File: src/hdl/qdpi_regs.svh
// Register map, field positions, reset values and timing for quiet decay.
// Assumes a 100 MHz core clock, as fixed here in QD_CLK_HZ.
// Contract
// RQ1: Hold a 7-bit proportional gain code, 0 to 127, as raw P gain.
// RQ2: Hold a 7-bit integral gain code, 0 to 127, reset zero, as raw I gain.
// RQ3: Integral divider field bits 6-4 selects /32,/64,/128,/256,/512,/16,/1.
// RQ4: Proportional divider field in low bits uses the same encoding.
// RQ5: Leave quiet decay when coil sine frequency exceeds threshold, 2 Hz/count.
// RQ6: Threshold resets to all ones; gain and divider registers reset to zero.
// RQ7: Host never writes zero into the exit threshold.
// RQ8: Bit 7 of gain registers is read/write, resets zero, no effect.
// RQ9: Host drives step with steady square wave at the step rate.
// RQ10: Host computes step rate from rpm, step angle and microstep fraction.
// RQ11: Resolution comes from two pins or register bits; host scales rate.
// RQ12: Quiet decay regulates only while enable bit 0 of control is one.
// RQ13: Quiet PWM rate field: 00 25 kHz, 01 33, 10 42, 11 50 kHz.
// RQ14: Each PWM period, update duty by P term plus accumulated I term.
`ifndef QDPI_REGS_SVH
`define QDPI_REGS_SVH
`define QD_ADDR_CTRL 6'h31
`define QD_ADDR_KP 6'h32
`define QD_ADDR_KI 6'h33
`define QD_ADDR_DIV 6'h34
`define QD_ADDR_THR 6'h35
`define QD_RST_ZERO 8'h00
`define QD_RST_THR 8'hff
`define QD_EN_BIT 0
`define QD_PWM_LSB 2
`define QD_KP_DIV_LSB 0
`define QD_KI_DIV_LSB 4
`define QD_CLK_HZ 100000000
`define QD_PWM_HZ0 25000
`define QD_PWM_HZ1 33000
`define QD_PWM_HZ2 42000
`define QD_PWM_HZ3 50000
`define QD_GATE_MS 500
`define QD_GATE_CYC ((`QD_CLK_HZ / 1000) * `QD_GATE_MS)
`define QD_STEPS_PER_SINE 2
`endif

File: src/hdl/qdpi_pkg.sv
// Types shared by the quiet decay PI configuration block.
// Assumes nothing of its surroundings.
package qdpi_pkg;
   typedef struct packed {
      logic [7:0] ctrl;
      logic [7:0] kp;
      logic [7:0] ki;
      logic [7:0] div;
      logic [7:0] thr;
      logic [7:0] rdata;
      logic [1:0] step_s;
      logic [1:0] res0_s;
      logic [1:0] res1_s;
      logic step_prev;
      logic [31:0] steps;
      logic [31:0] gate;
      logic exited;
      logic [11:0] pwm_cnt;
      logic [11:0] duty;
      logic signed [23:0] integ;
   } qdpi_state_s;
endpackage

File: src/hdl/qdpi_top.sv
// Quiet decay PI current controller, its register file and exit detector.
// Assumes a register port decoded from the serial interface, same clock.
`include "qdpi_regs.svh"
`timescale 1ns/1ns
`default_nettype none
module qdpi_top #(
   parameter int GATE_CYC = `QD_GATE_CYC
) (
   input wire logic core_clk,
   input wire logic rst_n,
   input wire logic [5:0] reg_addr,
   input wire logic [7:0] reg_wdata,
   input wire logic reg_wr,
   input wire logic reg_rd,
   output logic [7:0] reg_rdata,
   input wire logic step_pin,
   input wire logic resolution_pin_low,
   input wire logic resolution_pin_high,
   input wire logic microstep_from_reg,
   input wire logic [3:0] microstep_reg_shift,
   input wire logic [11:0] target_current,
   input wire logic [11:0] sensed_current,
   output logic quiet_active,
   output logic pwm_out,
   output logic [11:0] duty_cycle
);
   qdpi_pkg::qdpi_state_s st;
   qdpi_pkg::qdpi_state_s next_st;
   logic [11:0] period;
   logic [3:0] p_shift;
   logic [3:0] i_shift;
   logic [3:0] res_shift;
   logic [39:0] exit_limit;
   logic signed [12:0] err;
   logic signed [31:0] p_term;
   logic signed [31:0] i_term;
   logic signed [31:0] duty_sum;
   logic signed [23:0] next_integ;
   logic gate_end;

   // Maps a divider code to a right shift; the spare code acts undivided.
   function automatic logic [3:0] div_shift(input logic [2:0] code);
      case (code)
         3'h0: div_shift = 4'h5;
         3'h1: div_shift = 4'h6;
         3'h2: div_shift = 4'h7;
         3'h3: div_shift = 4'h8;
         3'h4: div_shift = 4'h9;
         3'h5: div_shift = 4'h4;
         default: div_shift = 4'h0;
      endcase
   endfunction

   // Period in clock cycles of each quiet decay PWM rate.
   always_comb begin
      case (st.ctrl[`QD_PWM_LSB +: 2]) // RQ13
         2'h0: period = 12'(`QD_CLK_HZ / `QD_PWM_HZ0);
         2'h1: period = 12'(`QD_CLK_HZ / `QD_PWM_HZ1);
         2'h2: period = 12'(`QD_CLK_HZ / `QD_PWM_HZ2);
         default: period = 12'(`QD_CLK_HZ / `QD_PWM_HZ3);
      endcase
   end

   // Effective gains are raw codes shifted down by their divider fields.
   assign i_shift = div_shift(st.div[`QD_KI_DIV_LSB +: 3]); // RQ3
   assign p_shift = div_shift(st.div[`QD_KP_DIV_LSB +: 3]); // RQ4

   // Resolution as a shift of microsteps per full step.
   assign res_shift = microstep_from_reg ? microstep_reg_shift :
      {1'b0, st.res1_s[1], st.res0_s[1], 1'b0}; // RQ11

   // Steps per gate that match the threshold frequency at this resolution.
   assign exit_limit = ({32'h0, st.thr} << `QD_STEPS_PER_SINE) << res_shift;
   assign gate_end = st.gate >= 32'(GATE_CYC - 1);

   // Error and the two PI terms; bit 7 of the gain registers is ignored.
   assign err = $signed({1'b0, target_current}) -
      $signed({1'b0, sensed_current}); // RQ14
   assign next_integ = st.integ + 24'(err);
   assign p_term = ($signed({25'h0, st.kp[6:0]}) * 32'(err))
      >>> p_shift; // RQ1
   assign i_term = ($signed({25'h0, st.ki[6:0]}) * 32'(next_integ))
      >>> i_shift; // RQ2
   assign duty_sum = $signed({20'h0, st.duty}) + p_term + i_term;

   // Next state: registers, synchronisers, exit detector and PI loop.
   always_comb begin
      next_st = st;
      next_st.step_s = {st.step_s[0], step_pin};
      next_st.res0_s = {st.res0_s[0], resolution_pin_low};
      next_st.res1_s = {st.res1_s[0], resolution_pin_high};
      next_st.step_prev = st.step_s[1];
      if (reg_wr) begin
         case (reg_addr)
            `QD_ADDR_CTRL: next_st.ctrl = reg_wdata;
            `QD_ADDR_KP: next_st.kp = reg_wdata; // RQ8
            `QD_ADDR_KI: next_st.ki = reg_wdata; // RQ8
            `QD_ADDR_DIV: next_st.div = reg_wdata;
            `QD_ADDR_THR: next_st.thr = reg_wdata; // RQ7
            default: next_st.rdata = st.rdata;
         endcase
      end
      if (reg_rd) begin
         case (reg_addr)
            `QD_ADDR_CTRL: next_st.rdata = st.ctrl;
            `QD_ADDR_KP: next_st.rdata = st.kp;
            `QD_ADDR_KI: next_st.rdata = st.ki;
            `QD_ADDR_DIV: next_st.rdata = st.div;
            `QD_ADDR_THR: next_st.rdata = st.thr;
            default: next_st.rdata = `QD_RST_ZERO;
         endcase
      end
      // Rising step edges counted over a fixed gate decide the exit.
      if (gate_end) begin
         next_st.gate = 32'h0;
         next_st.steps = 32'h0;
         next_st.exited = {8'h0, st.steps} > exit_limit; // RQ5
      end else begin
         next_st.gate = st.gate + 32'h1;
         if (st.step_s[1] && !st.step_prev) begin
            next_st.steps = st.steps + 32'h1;
         end
      end
      // PWM counter with a duty update once per period.
      if (st.pwm_cnt >= period - 12'h1) begin
         next_st.pwm_cnt = 12'h0;
         if (quiet_active) begin
            next_st.integ = next_integ; // RQ14
            if (duty_sum < 0) begin
               next_st.duty = 12'h0;
            end else if (duty_sum > $signed({20'h0, period})) begin
               next_st.duty = period;
            end else begin
               next_st.duty = duty_sum[11:0];
            end
         end
      end else begin
         next_st.pwm_cnt = st.pwm_cnt + 12'h1;
      end
      // Leaving quiet decay drops the loop state for a clean restart.
      if (!quiet_active) begin
         next_st.duty = 12'h0;
         next_st.integ = 24'sh0;
      end
   end

   // State register with synchronous reset; gains and dividers clear and
   // the exit threshold returns to all ones.
   always_ff @(posedge core_clk) begin
      if (!rst_n) begin
         st <= '0;
         st.thr <= `QD_RST_THR; // RQ6
      end else begin
         st <= next_st;
      end
   end

   // Outputs.
   assign quiet_active = st.ctrl[`QD_EN_BIT] && !st.exited; // RQ12
   assign pwm_out = quiet_active && (st.pwm_cnt < st.duty);
   assign duty_cycle = st.duty;
   assign reg_rdata = st.rdata;
endmodule // qdpi_top
`default_nettype wire
File: config.mk
export PLATFORM = sky130hd
export DESIGN_NAME = qdpi_top
export DESIGN_NICKNAME = d
export VERILOG_FILES = /design/src/hdl/qdpi_pkg.sv /design/src/hdl/qdpi_top.sv
export VERILOG_INCLUDE_DIRS = /design/src /design/src/hdl
export SDC_FILE = /design/constraint.sdc
export NUM_CORES = 1
export LEC_CHECK = 0
export ABC_AREA = 1
export BUFFER_PORTS_ARGS = -buffer_cell sky130_fd_sc_hd__buf_2
export CAP_MARGIN = 20
export CORE_UTILIZATION = 43
export CTS_BUF_LIST = sky130_fd_sc_hd__clkbuf_8
export CTS_CLUSTER_SIZE = 10
export DETAILED_ROUTE_END_ITERATION = 10
export PLACE_DENSITY = 0.6
export RECOVER_POWER = 50
export SLEW_MARGIN = 20
export SYNTH_ARGS = -nofsm -noshare
export SYNTH_HDL_FRONTEND = slang
export SYNTH_SLANG_ARGS = --single-unit
File: constraint.sdc
create_clock -name core_clk -period 31.5 [get_ports core_clk]
set_clock_uncertainty 0.2 [all_clocks]
set_input_delay 1.575 -clock core_clk [delete_from_list [all_inputs] [get_ports core_clk]]
set_output_delay 1.575 -clock core_clk [all_outputs]
set_load 0.01 [all_outputs]
==> results.md, run 1 <==
- Max-cap violations in this run came to 1.
- The library cells used most frequently in the layout, excluding fill and tap cells, are 827 x sky130_fd_sc_hd__nand2_1, 676 x sky130_fd_sc_hd__inv_1, 349 x sky130_fd_sc_hd__nor2_1.
- The TritonCTS clock tree is done.
- The met3 routing resource usage after global routing is 2.90%.
- The die is 242 um tall.
- In this run the tightest slew margin relative to its limit is -46.1%.
- The analysis attributes to cell leakage a power of 12.8 nW.
- The run finished, with violations left.
- The kind of path behind the tightest hold check is flip-flop to flip-flop.
- The final number of max-transition violations was 56.
- The routed design has 72,000 um of wire.
- The synthesized netlist cell count is 3,684.
- The worst setup path is captured at a flip-flop.
- In this run the most critical hold path is launched from next_st[119].
- The total inserted antenna cells is 0.
- The clock buffer count from CTS is 17.
- In this run the critical register-to-register path is launched from st[0].
- Entering global routing, the biggest net connects 56 pins.
- The layout has 6,049 filler cells.
- The initial antenna violation count is 0.
- The dominant cell type by area after synthesis is sky130_fd_sc_hd__fa_1.
- In the routed design, unresolved DRC markers number 0.
- The post-route antenna net violation count is 0.
- Global routing used 39.8% of the available met2 tracks.
- Static timing analysis puts the maximum clock frequency at 72.4 MHz.
- The worst setup slack before clock tree synthesis is 17.43 ns.
- The total power after layout is 0.000516 W.
- The slack of the worst reg-to-reg path is 19.98 ns.
- Summed over all layers, the global routing overflow is 0.
- The met1 routing resource usage after global routing is 35.5%.
- The deepest level of the CTS H-tree is 4.
- Before antenna repair, the detailed router went through 5 iterations.
- The dominant synthesized flop cell is sky130_fd_sc_hd__dfxtp_1.
- Pin placement for this block handled 72 I/O pins.
- The clock reaches the later pin of the worst-skew pair after 0.51 ns.
- In the routed layout, each cell is associated on average with a via count of 5.16.
- The proportion of register bits with asynchronous set or reset after synthesis is 0%.
- After detailed routing, the average wire length per cell comes to 16.2 um.
- Among all stages on the critical path, the largest delay is contributed by sky130_fd_sc_hd__xnor2_1.
- Global routing used 25.1% of the available tracks.
- Synthesis inferred 168 register bits.
- The share of final-layout standard cells stronger than drive strength 1 is 4.46%.
- In this run the worst setup path begins at target_current[0].
- The number of warning messages in the yosys log is 0.
- The detailed placement HPWL is 60,200 um.
- The largest single stage delay on the critical path is 0.64 ns.
- The number of setup violations in the final report is 0.
- Once the floorplan was initialized, standard cells occupied 43.7% of the core.
- The post-route setup TNS is 0 ns.
- The floorplan core area is 0.0565 mm^2.
- The power per cell area is 19.9 mW/mm^2.
- The final hold slack is 0.218 ns.
- The number of failing hold endpoints at the final stage is 0.
- The number of buffer cells added on primary ports is 71.
- For the pin with the worst max-slew slack, the measured transition is 2.19 ns.
- After global routing, the most crowded layer is met2.
- Clock-pin slew was measured on the worst setup and hold paths at 0.09 ns.
- After floorplanning, the core was divided into 87 placement rows.
- The tree built by TritonCTS fans out to 168 sinks.
- Leaving out fill and tap cells, the most frequent cell in the layout is sky130_fd_sc_hd__nand2_1.
- Setup repair after global routing left no endpoint under its margin.
- Data on the critical path is required at its endpoint by 31.72 ns.
- The global placer's final weighted congestion is 0.992.
- The startpoint-to-endpoint class of the critical path is input port to flip-flop.
- The area share of the largest cell type after synthesis is 17.2%.
- The checks that failed: capacitance limit, slew limit.
- In this design, the critical path's most frequently occurring cell is sky130_fd_sc_hd__nand2_1.
- In the final design database the tool counted 4,201 nets.
- The number of global-route vias before repair is 22.3k.
- In this run the horizontal extent of the chip is 242 um.
- Clock tree synthesis selected as its root buffer the cell sky130_fd_sc_hd__clkbuf_8.
- The die area is 0.0583 mm^2.
- After layout, the worst setup slack is 17.69 ns.
- In this run, synthesis inferred 0 flip-flops with an integrated enable.
- Along the worst path, the maximum fanout reaches 10.
- The startpoint type of the worst setup path is an input port.
- In the finished design, the share of the clock period the worst path needs comes to 43.8%.
- The number of distinct library cells after synthesis is 62.
- The largest buffer count on any clock path is 2.
- VDD sags by at most 0.0411 mV.
- Data arrives at the worst endpoint at 14.04 ns.
- The first-pass GRT wire length is 118,000 um.
- After clock tree synthesis, the repair step resized 0 gates.
- The layout-stage area growth over the synthesis result is 5.29%.
- The proportion of synthesized chip area in sequential cells is 13.6%.
- Buffers inserted to repair hold after CTS numbered 0.
- The clock period could shrink to 13.81 ns.
- In the post-synthesis netlist, the biggest area contributors are sky130_fd_sc_hd__fa_1 17%, sky130_fd_sc_hd__dfxtp_1 14%, sky130_fd_sc_hd__ha_1 13%.
- Across all layers, the routed design uses 23.0k vias.
- Once the clock tree was built, the setup fixing pass inserted 0 buffers.
- In this run the cell area of the synthesized design comes to 0.0247 mm^2.
- In this run, the number of DRC markers left after iteration 0 of detailed routing was 1,687.
- The mean area per synthesized cell is 6.70 um^2.
==> state kept, by name, summed over array words and instances (netlist names) <==
| signal | cells |
|---|---|
| next_st | 4 |
| duty_cycle | 12 |
| st | 144 |
| reg_rdata | 8 |
==> cells in the mapped netlist, types with 3 or more instances <==
library cell	instances
sky130_fd_sc_hd__nand2_1	827
sky130_fd_sc_hd__nor3_1	36
sky130_fd_sc_hd__nor3_2	4
sky130_fd_sc_hd__nor2_1	349
sky130_fd_sc_hd__clkbuf_1	80
sky130_fd_sc_hd__buf_4	21
sky130_fd_sc_hd__a21oi_1	235
sky130_fd_sc_hd__a31o_2	3
sky130_fd_sc_hd__a31oi_1	17
sky130_fd_sc_hd__nand2_2	4
sky130_fd_sc_hd__a221oi_1	10
sky130_fd_sc_hd__clkinv_1	7
sky130_fd_sc_hd__nand4_1	39
sky130_fd_sc_hd__o21ai_1	18
sky130_fd_sc_hd__nor3b_1	7
sky130_fd_sc_hd__a21o_1	13
sky130_fd_sc_hd__o211ai_1	36
sky130_fd_sc_hd__o22ai_1	12
sky130_fd_sc_hd__nand3_1	220
sky130_fd_sc_hd__ha_1	255
sky130_fd_sc_hd__o221ai_1	5
sky130_fd_sc_hd__o21bai_1	15
sky130_fd_sc_hd__a211oi_1	6
sky130_fd_sc_hd__nor2_2	4
sky130_fd_sc_hd__o21a_1	10
sky130_fd_sc_hd__inv_2	9
sky130_fd_sc_hd__or2_2	27
sky130_fd_sc_hd__xnor2_1	25
sky130_fd_sc_hd__nor4_1	10
sky130_fd_sc_hd__a21boi_0	5
sky130_fd_sc_hd__inv_1	674
sky130_fd_sc_hd__mux2i_1	4
sky130_fd_sc_hd__o21ai_0	199
sky130_fd_sc_hd__xor2_1	59
sky130_fd_sc_hd__nand3b_1	13
sky130_fd_sc_hd__nand3_2	4
sky130_fd_sc_hd__dfxtp_1	168
sky130_fd_sc_hd__buf_1	8
sky130_fd_sc_hd__fa_1	212
sky130_fd_sc_hd__nor2_4	6
==> cell type report <==
type                            count  area [um^2]  share of cell area (%)
Multi-Input combinational cell   2720        18300                    70.3
Clock inverter                     13          124                   0.477
Clock buffer                       18          248                   0.954
Inverter                          691         2600                    9.99
Timing Repair Buffer               86          434                    1.67
Sequential cell                   168         3360                    12.9
Tap cell                          756          946                    3.64
==> metal layers <==
metal,vias to the layer above,wire length (um)
li1,11700,-
met1,10500,34600
met2,660,31300
met3,97,4080
met4,0,2010
met5,-,0
==> worst max-delay path: cells and delay by family <==
family | cells | cell delay (ns)
xor gates and xnor gates | 2 | 0.90
adders and majority gates | 11 | 4.61
AOI/OAI and AO/OA | 15 | 2.96
and+or+nand+nor | 23 | 3.43
buffers and inverters | 8 | 0.59
==> cells by family (layout without fill, tap and decap cells) <==
group	count (synthesis)	count (layout)	share of synthesized area [%]
AO/OA/AOI/OAI	598	598	13.6
multiplexers	4	4	0.162
other	1	6	0.0152
AND/OR/NAND/NOR	1560	1560	26.9
XOR/XNOR	85	85	3.05
flip-flops	168	168	13.6
buffers and inverters	801	808	12.5
adder cells (fa/ha/maj)	467	467	30.1
==> through the flow <==
stage | instances | util [%] | instance area [um^2]
final | 4452 | 46.0 | 26000
after global routing | 4452 | 46.0 | 26000
after global placement | 4421 | 45.4 | 25600
after detailed placement | 4421 | 45.4 | 25600
after CTS | 4452 | 46.0 | 26000
after floorplan | 3689 | - | 24700
==> power breakdown <==
group / leakage, nW / internal (W) / switching (W)
combinational: 11.3 / 0.0000443 / 0.000102
clock: 0.186 / 0.0000650 / 0.0000893
sequential: 1.36 / 0.000214 / 0.00000173
==> worst paths after layout <==
check / endpoint / cells after the start
setup / recovery: duty_cycle[0] / 59
hold reg to reg: next_st[113] / 2
hold / removal: next_st[113] / 2
setup reg to reg: duty_cycle[0] / 54
(Power assumes the default switching activity.)
==> run 2: changes to the inputs <==
==> constraint.sdc (replaced) <==
create_clock -name core_clk -period 13.65 [get_ports core_clk]
set_clock_uncertainty 0.2 [all_clocks]
set_input_delay 0.6825 -clock core_clk [delete_from_list [all_inputs] [get_ports core_clk]]
set_output_delay 0.6825 -clock core_clk [all_outputs]
set_load 0.01 [all_outputs]
==> results.md, run 2 (synthesis results as in run 1) <==
- The H-tree was split into 4 levels.
- The number of failing hold endpoints at the final stage is 0.
- In this run the post-CTS setup repair buffer count came out at 0.
- The total inserted antenna cells is 0.
- The final number of max-transition violations came to 56.
- Clock tree synthesis found a total of 168 sinks.
- Clock-pin slew was measured on the worst setup and hold paths at 0.09 ns.
- The static power due to leakage is 12.9 nW.
- The placement-stage cell area is 0.0258 mm^2.
- The kind of path behind the tightest hold check is input port to flip-flop.
- For this block, the via count after detailed routing is 22.8k.
- The die area is 0.0583 mm^2.
- More flip-flops sit in one register than any other, and that register is st.
- The number of optimization iterations in the first detailed-route pass is 5.
- The root buffer cell is sky130_fd_sc_hd__clkbuf_8.
- The post-route setup TNS is 0 ns.
- In the final design database the tool counted 4,218 nets.
- Across the run, the number of max-cap violations was 1.
- The clock buffer count from CTS is 17.
- The number of global-route vias before repair is 21.8k.
- The DRC violation count after routing is 0.
- The worst setup path is launched from an input port.
- The global router's overall resource usage is 24.9%.
- The number of top-level design ports is 72.
- The most frequent standard cell in the layout excluding fill and tap cells is sky130_fd_sc_hd__nand2_1.
- The floorplan row count is 87.
- Measured along the y axis, the die boundary spans 242 um.
- Dividing the final minimum period by the clock period gives 92.9%.
- The die is 242 um wide.
- The pin count of the biggest net entering global routing is 56.
- The largest buffer count on any clock path is 2.
- Using the TritonRoute via totals, the vias-per-cell ratio works out to 5.11.
- Summed over all layers, the global routing overflow is 0.
- The worst ir drop on vdd is 0.0969 mV.
- The global placer's final weighted congestion is 0.960.
- The first-pass GRT wire length is 117,000 um.
- The worst-margin pin slew is 2.08 ns.
- The initial antenna violation count was 0.
- The checks that failed: capacitance limit, slew limit.
- The finished cells cover 0.0262 mm^2.
- The number of buffer cells added on primary ports is 71.
- After layout, the design draws a total of 0.00124 W.
- In this run, post-CTS hold repair placed 0 buffers.
- The post-route netlist has 4.93% of its cells at a drive strength greater than 1.
- Measured against its own limit, the worst slew margin works out to -38.7%.
- The detailed router finished its first iteration with 1,650 violations.
- The TritonCTS clock tree is done.
- For this configuration, the core starts out at a cell density of 43.7%.
- Relative to the synthesized area, the layout overhead comes to 6.02%.
- In the final routed layout, each cell accounts on average for 16.1 um.
- The run finished, with violations left.
- The layout has 5,980 filler cells.
- The power per cell area is 47.3 mW/mm^2.
- The worst path arrival time is 12.85 ns.
- The library cells used most frequently in the layout, excluding fill and tap cells, are 827 x sky130_fd_sc_hd__nand2_1, 675 x sky130_fd_sc_hd__inv_1, 349 x sky130_fd_sc_hd__nor2_1.
- The number of cells upsized or downsized after cts is 0.
- The total area inside the core boundary comes to 0.0565 mm^2.
- Along the worst path, the maximum fanout reaches 10.
- The total routed wirelength is 72,200 um.
- For this run, the top clock speed supported by timing is 78.8 MHz.
- The cell with the biggest individual delay on the critical path is sky130_fd_sc_hd__fa_1.
- The number of flip-flops in the largest register is 144.
- The critical path is of the input port to flip-flop type.
- Once detail routing completed, the nets flagged for antenna violations numbered 0.
- The later-pin clock latency in the skew report is 0.50 ns.
- The number of setup violations in the final report is 0.
- The detailed placement HPWL is 61,100 um.
- STA classifies the critical path endpoint as a flip-flop.
- By instance count, the cell type seen most on the critical path is sky130_fd_sc_hd__nand2_1.
- Setup repair after global routing left no endpoint under its margin.
- Data on the critical path is required at its endpoint by 13.81 ns.
- The worst path needs 12.68 ns of the cycle, external delays included.
- On the worst path, the slowest cell contributes a delay of 0.59 ns.
[run 2: report_power, final]
part | switching (W) | total, W | internal, W
combinational | 0.000237 | 0.000343 | 0.000106
sequential | 0.00000366 | 0.000498 | 0.000494
clock | 0.000205 | 0.000396 | 0.000190
total | 0.000446 | 0.00124 | 0.000791
[run 2: layer usage]
layer  GRT usage, %  vias to the layer above  wire, um
met5              0                        -         0
met4           7.38                        0      1890
met3           3.19                       72      3960
met2           39.2                      548     31200
met1           35.4                    10500     35100
li1               -                    11700         -
[run 2: path summary, 6_finish.rpt]
path | startpoint | end | slack [ns] | depth (start not counted)
setup / recovery | target_current[0] | duty_cycle[9] | 0.97 | 61
hold / removal | resolution_pin_high | next_st[115] | 0.16 | 3
setup reg to reg | st[0] | duty_cycle[9] | 2.08 | 55
hold reg to reg | next_st[119] | next_st[113] | 0.21 | 2
[run 2: area by class of cell]
| class | instances | area, um^2 | share of cell area (%) |
|---|---|---|---|
| sequential | 168 | 3360 | 12.9 |
| inverter | 691 | 2600 | 9.92 |
| clock buffer | 18 | 248 | 0.947 |
| clock inverter | 14 | 184 | 0.703 |
| tap | 756 | 946 | 3.62 |
| multi-input combinational | 2720 | 18300 | 69.8 |
| timing repair buffer | 103 | 563 | 2.15 |
[run 2: critical path: cells and delay by family]
| family | cells | cell delay [ns] |
|---|---|---|
| buffers and inverters | 9 | 0.79 |
| AOI/OAI and AO/OA | 15 | 2.40 |
| xor gates and xnor gates | 2 | 0.85 |
| and+or+nand+nor | 24 | 3.48 |
| adders and majority gates | 11 | 4.64 |
[run 2: per-stage QoR]
step           setup WS (ns)  hold slack, ns  instances  utilization, %
3_5_place_dp           0.626           0.201       4438            45.6
3_3_place_gp           0.528           0.198       4438            45.6
4_1_cts                 1.13           0.120       4470            46.4
5_1_grt                0.184           0.153       4470            46.3
6_report               0.965           0.160       4470            46.3
2_1_floorplan           2.59           0.190       3689               -
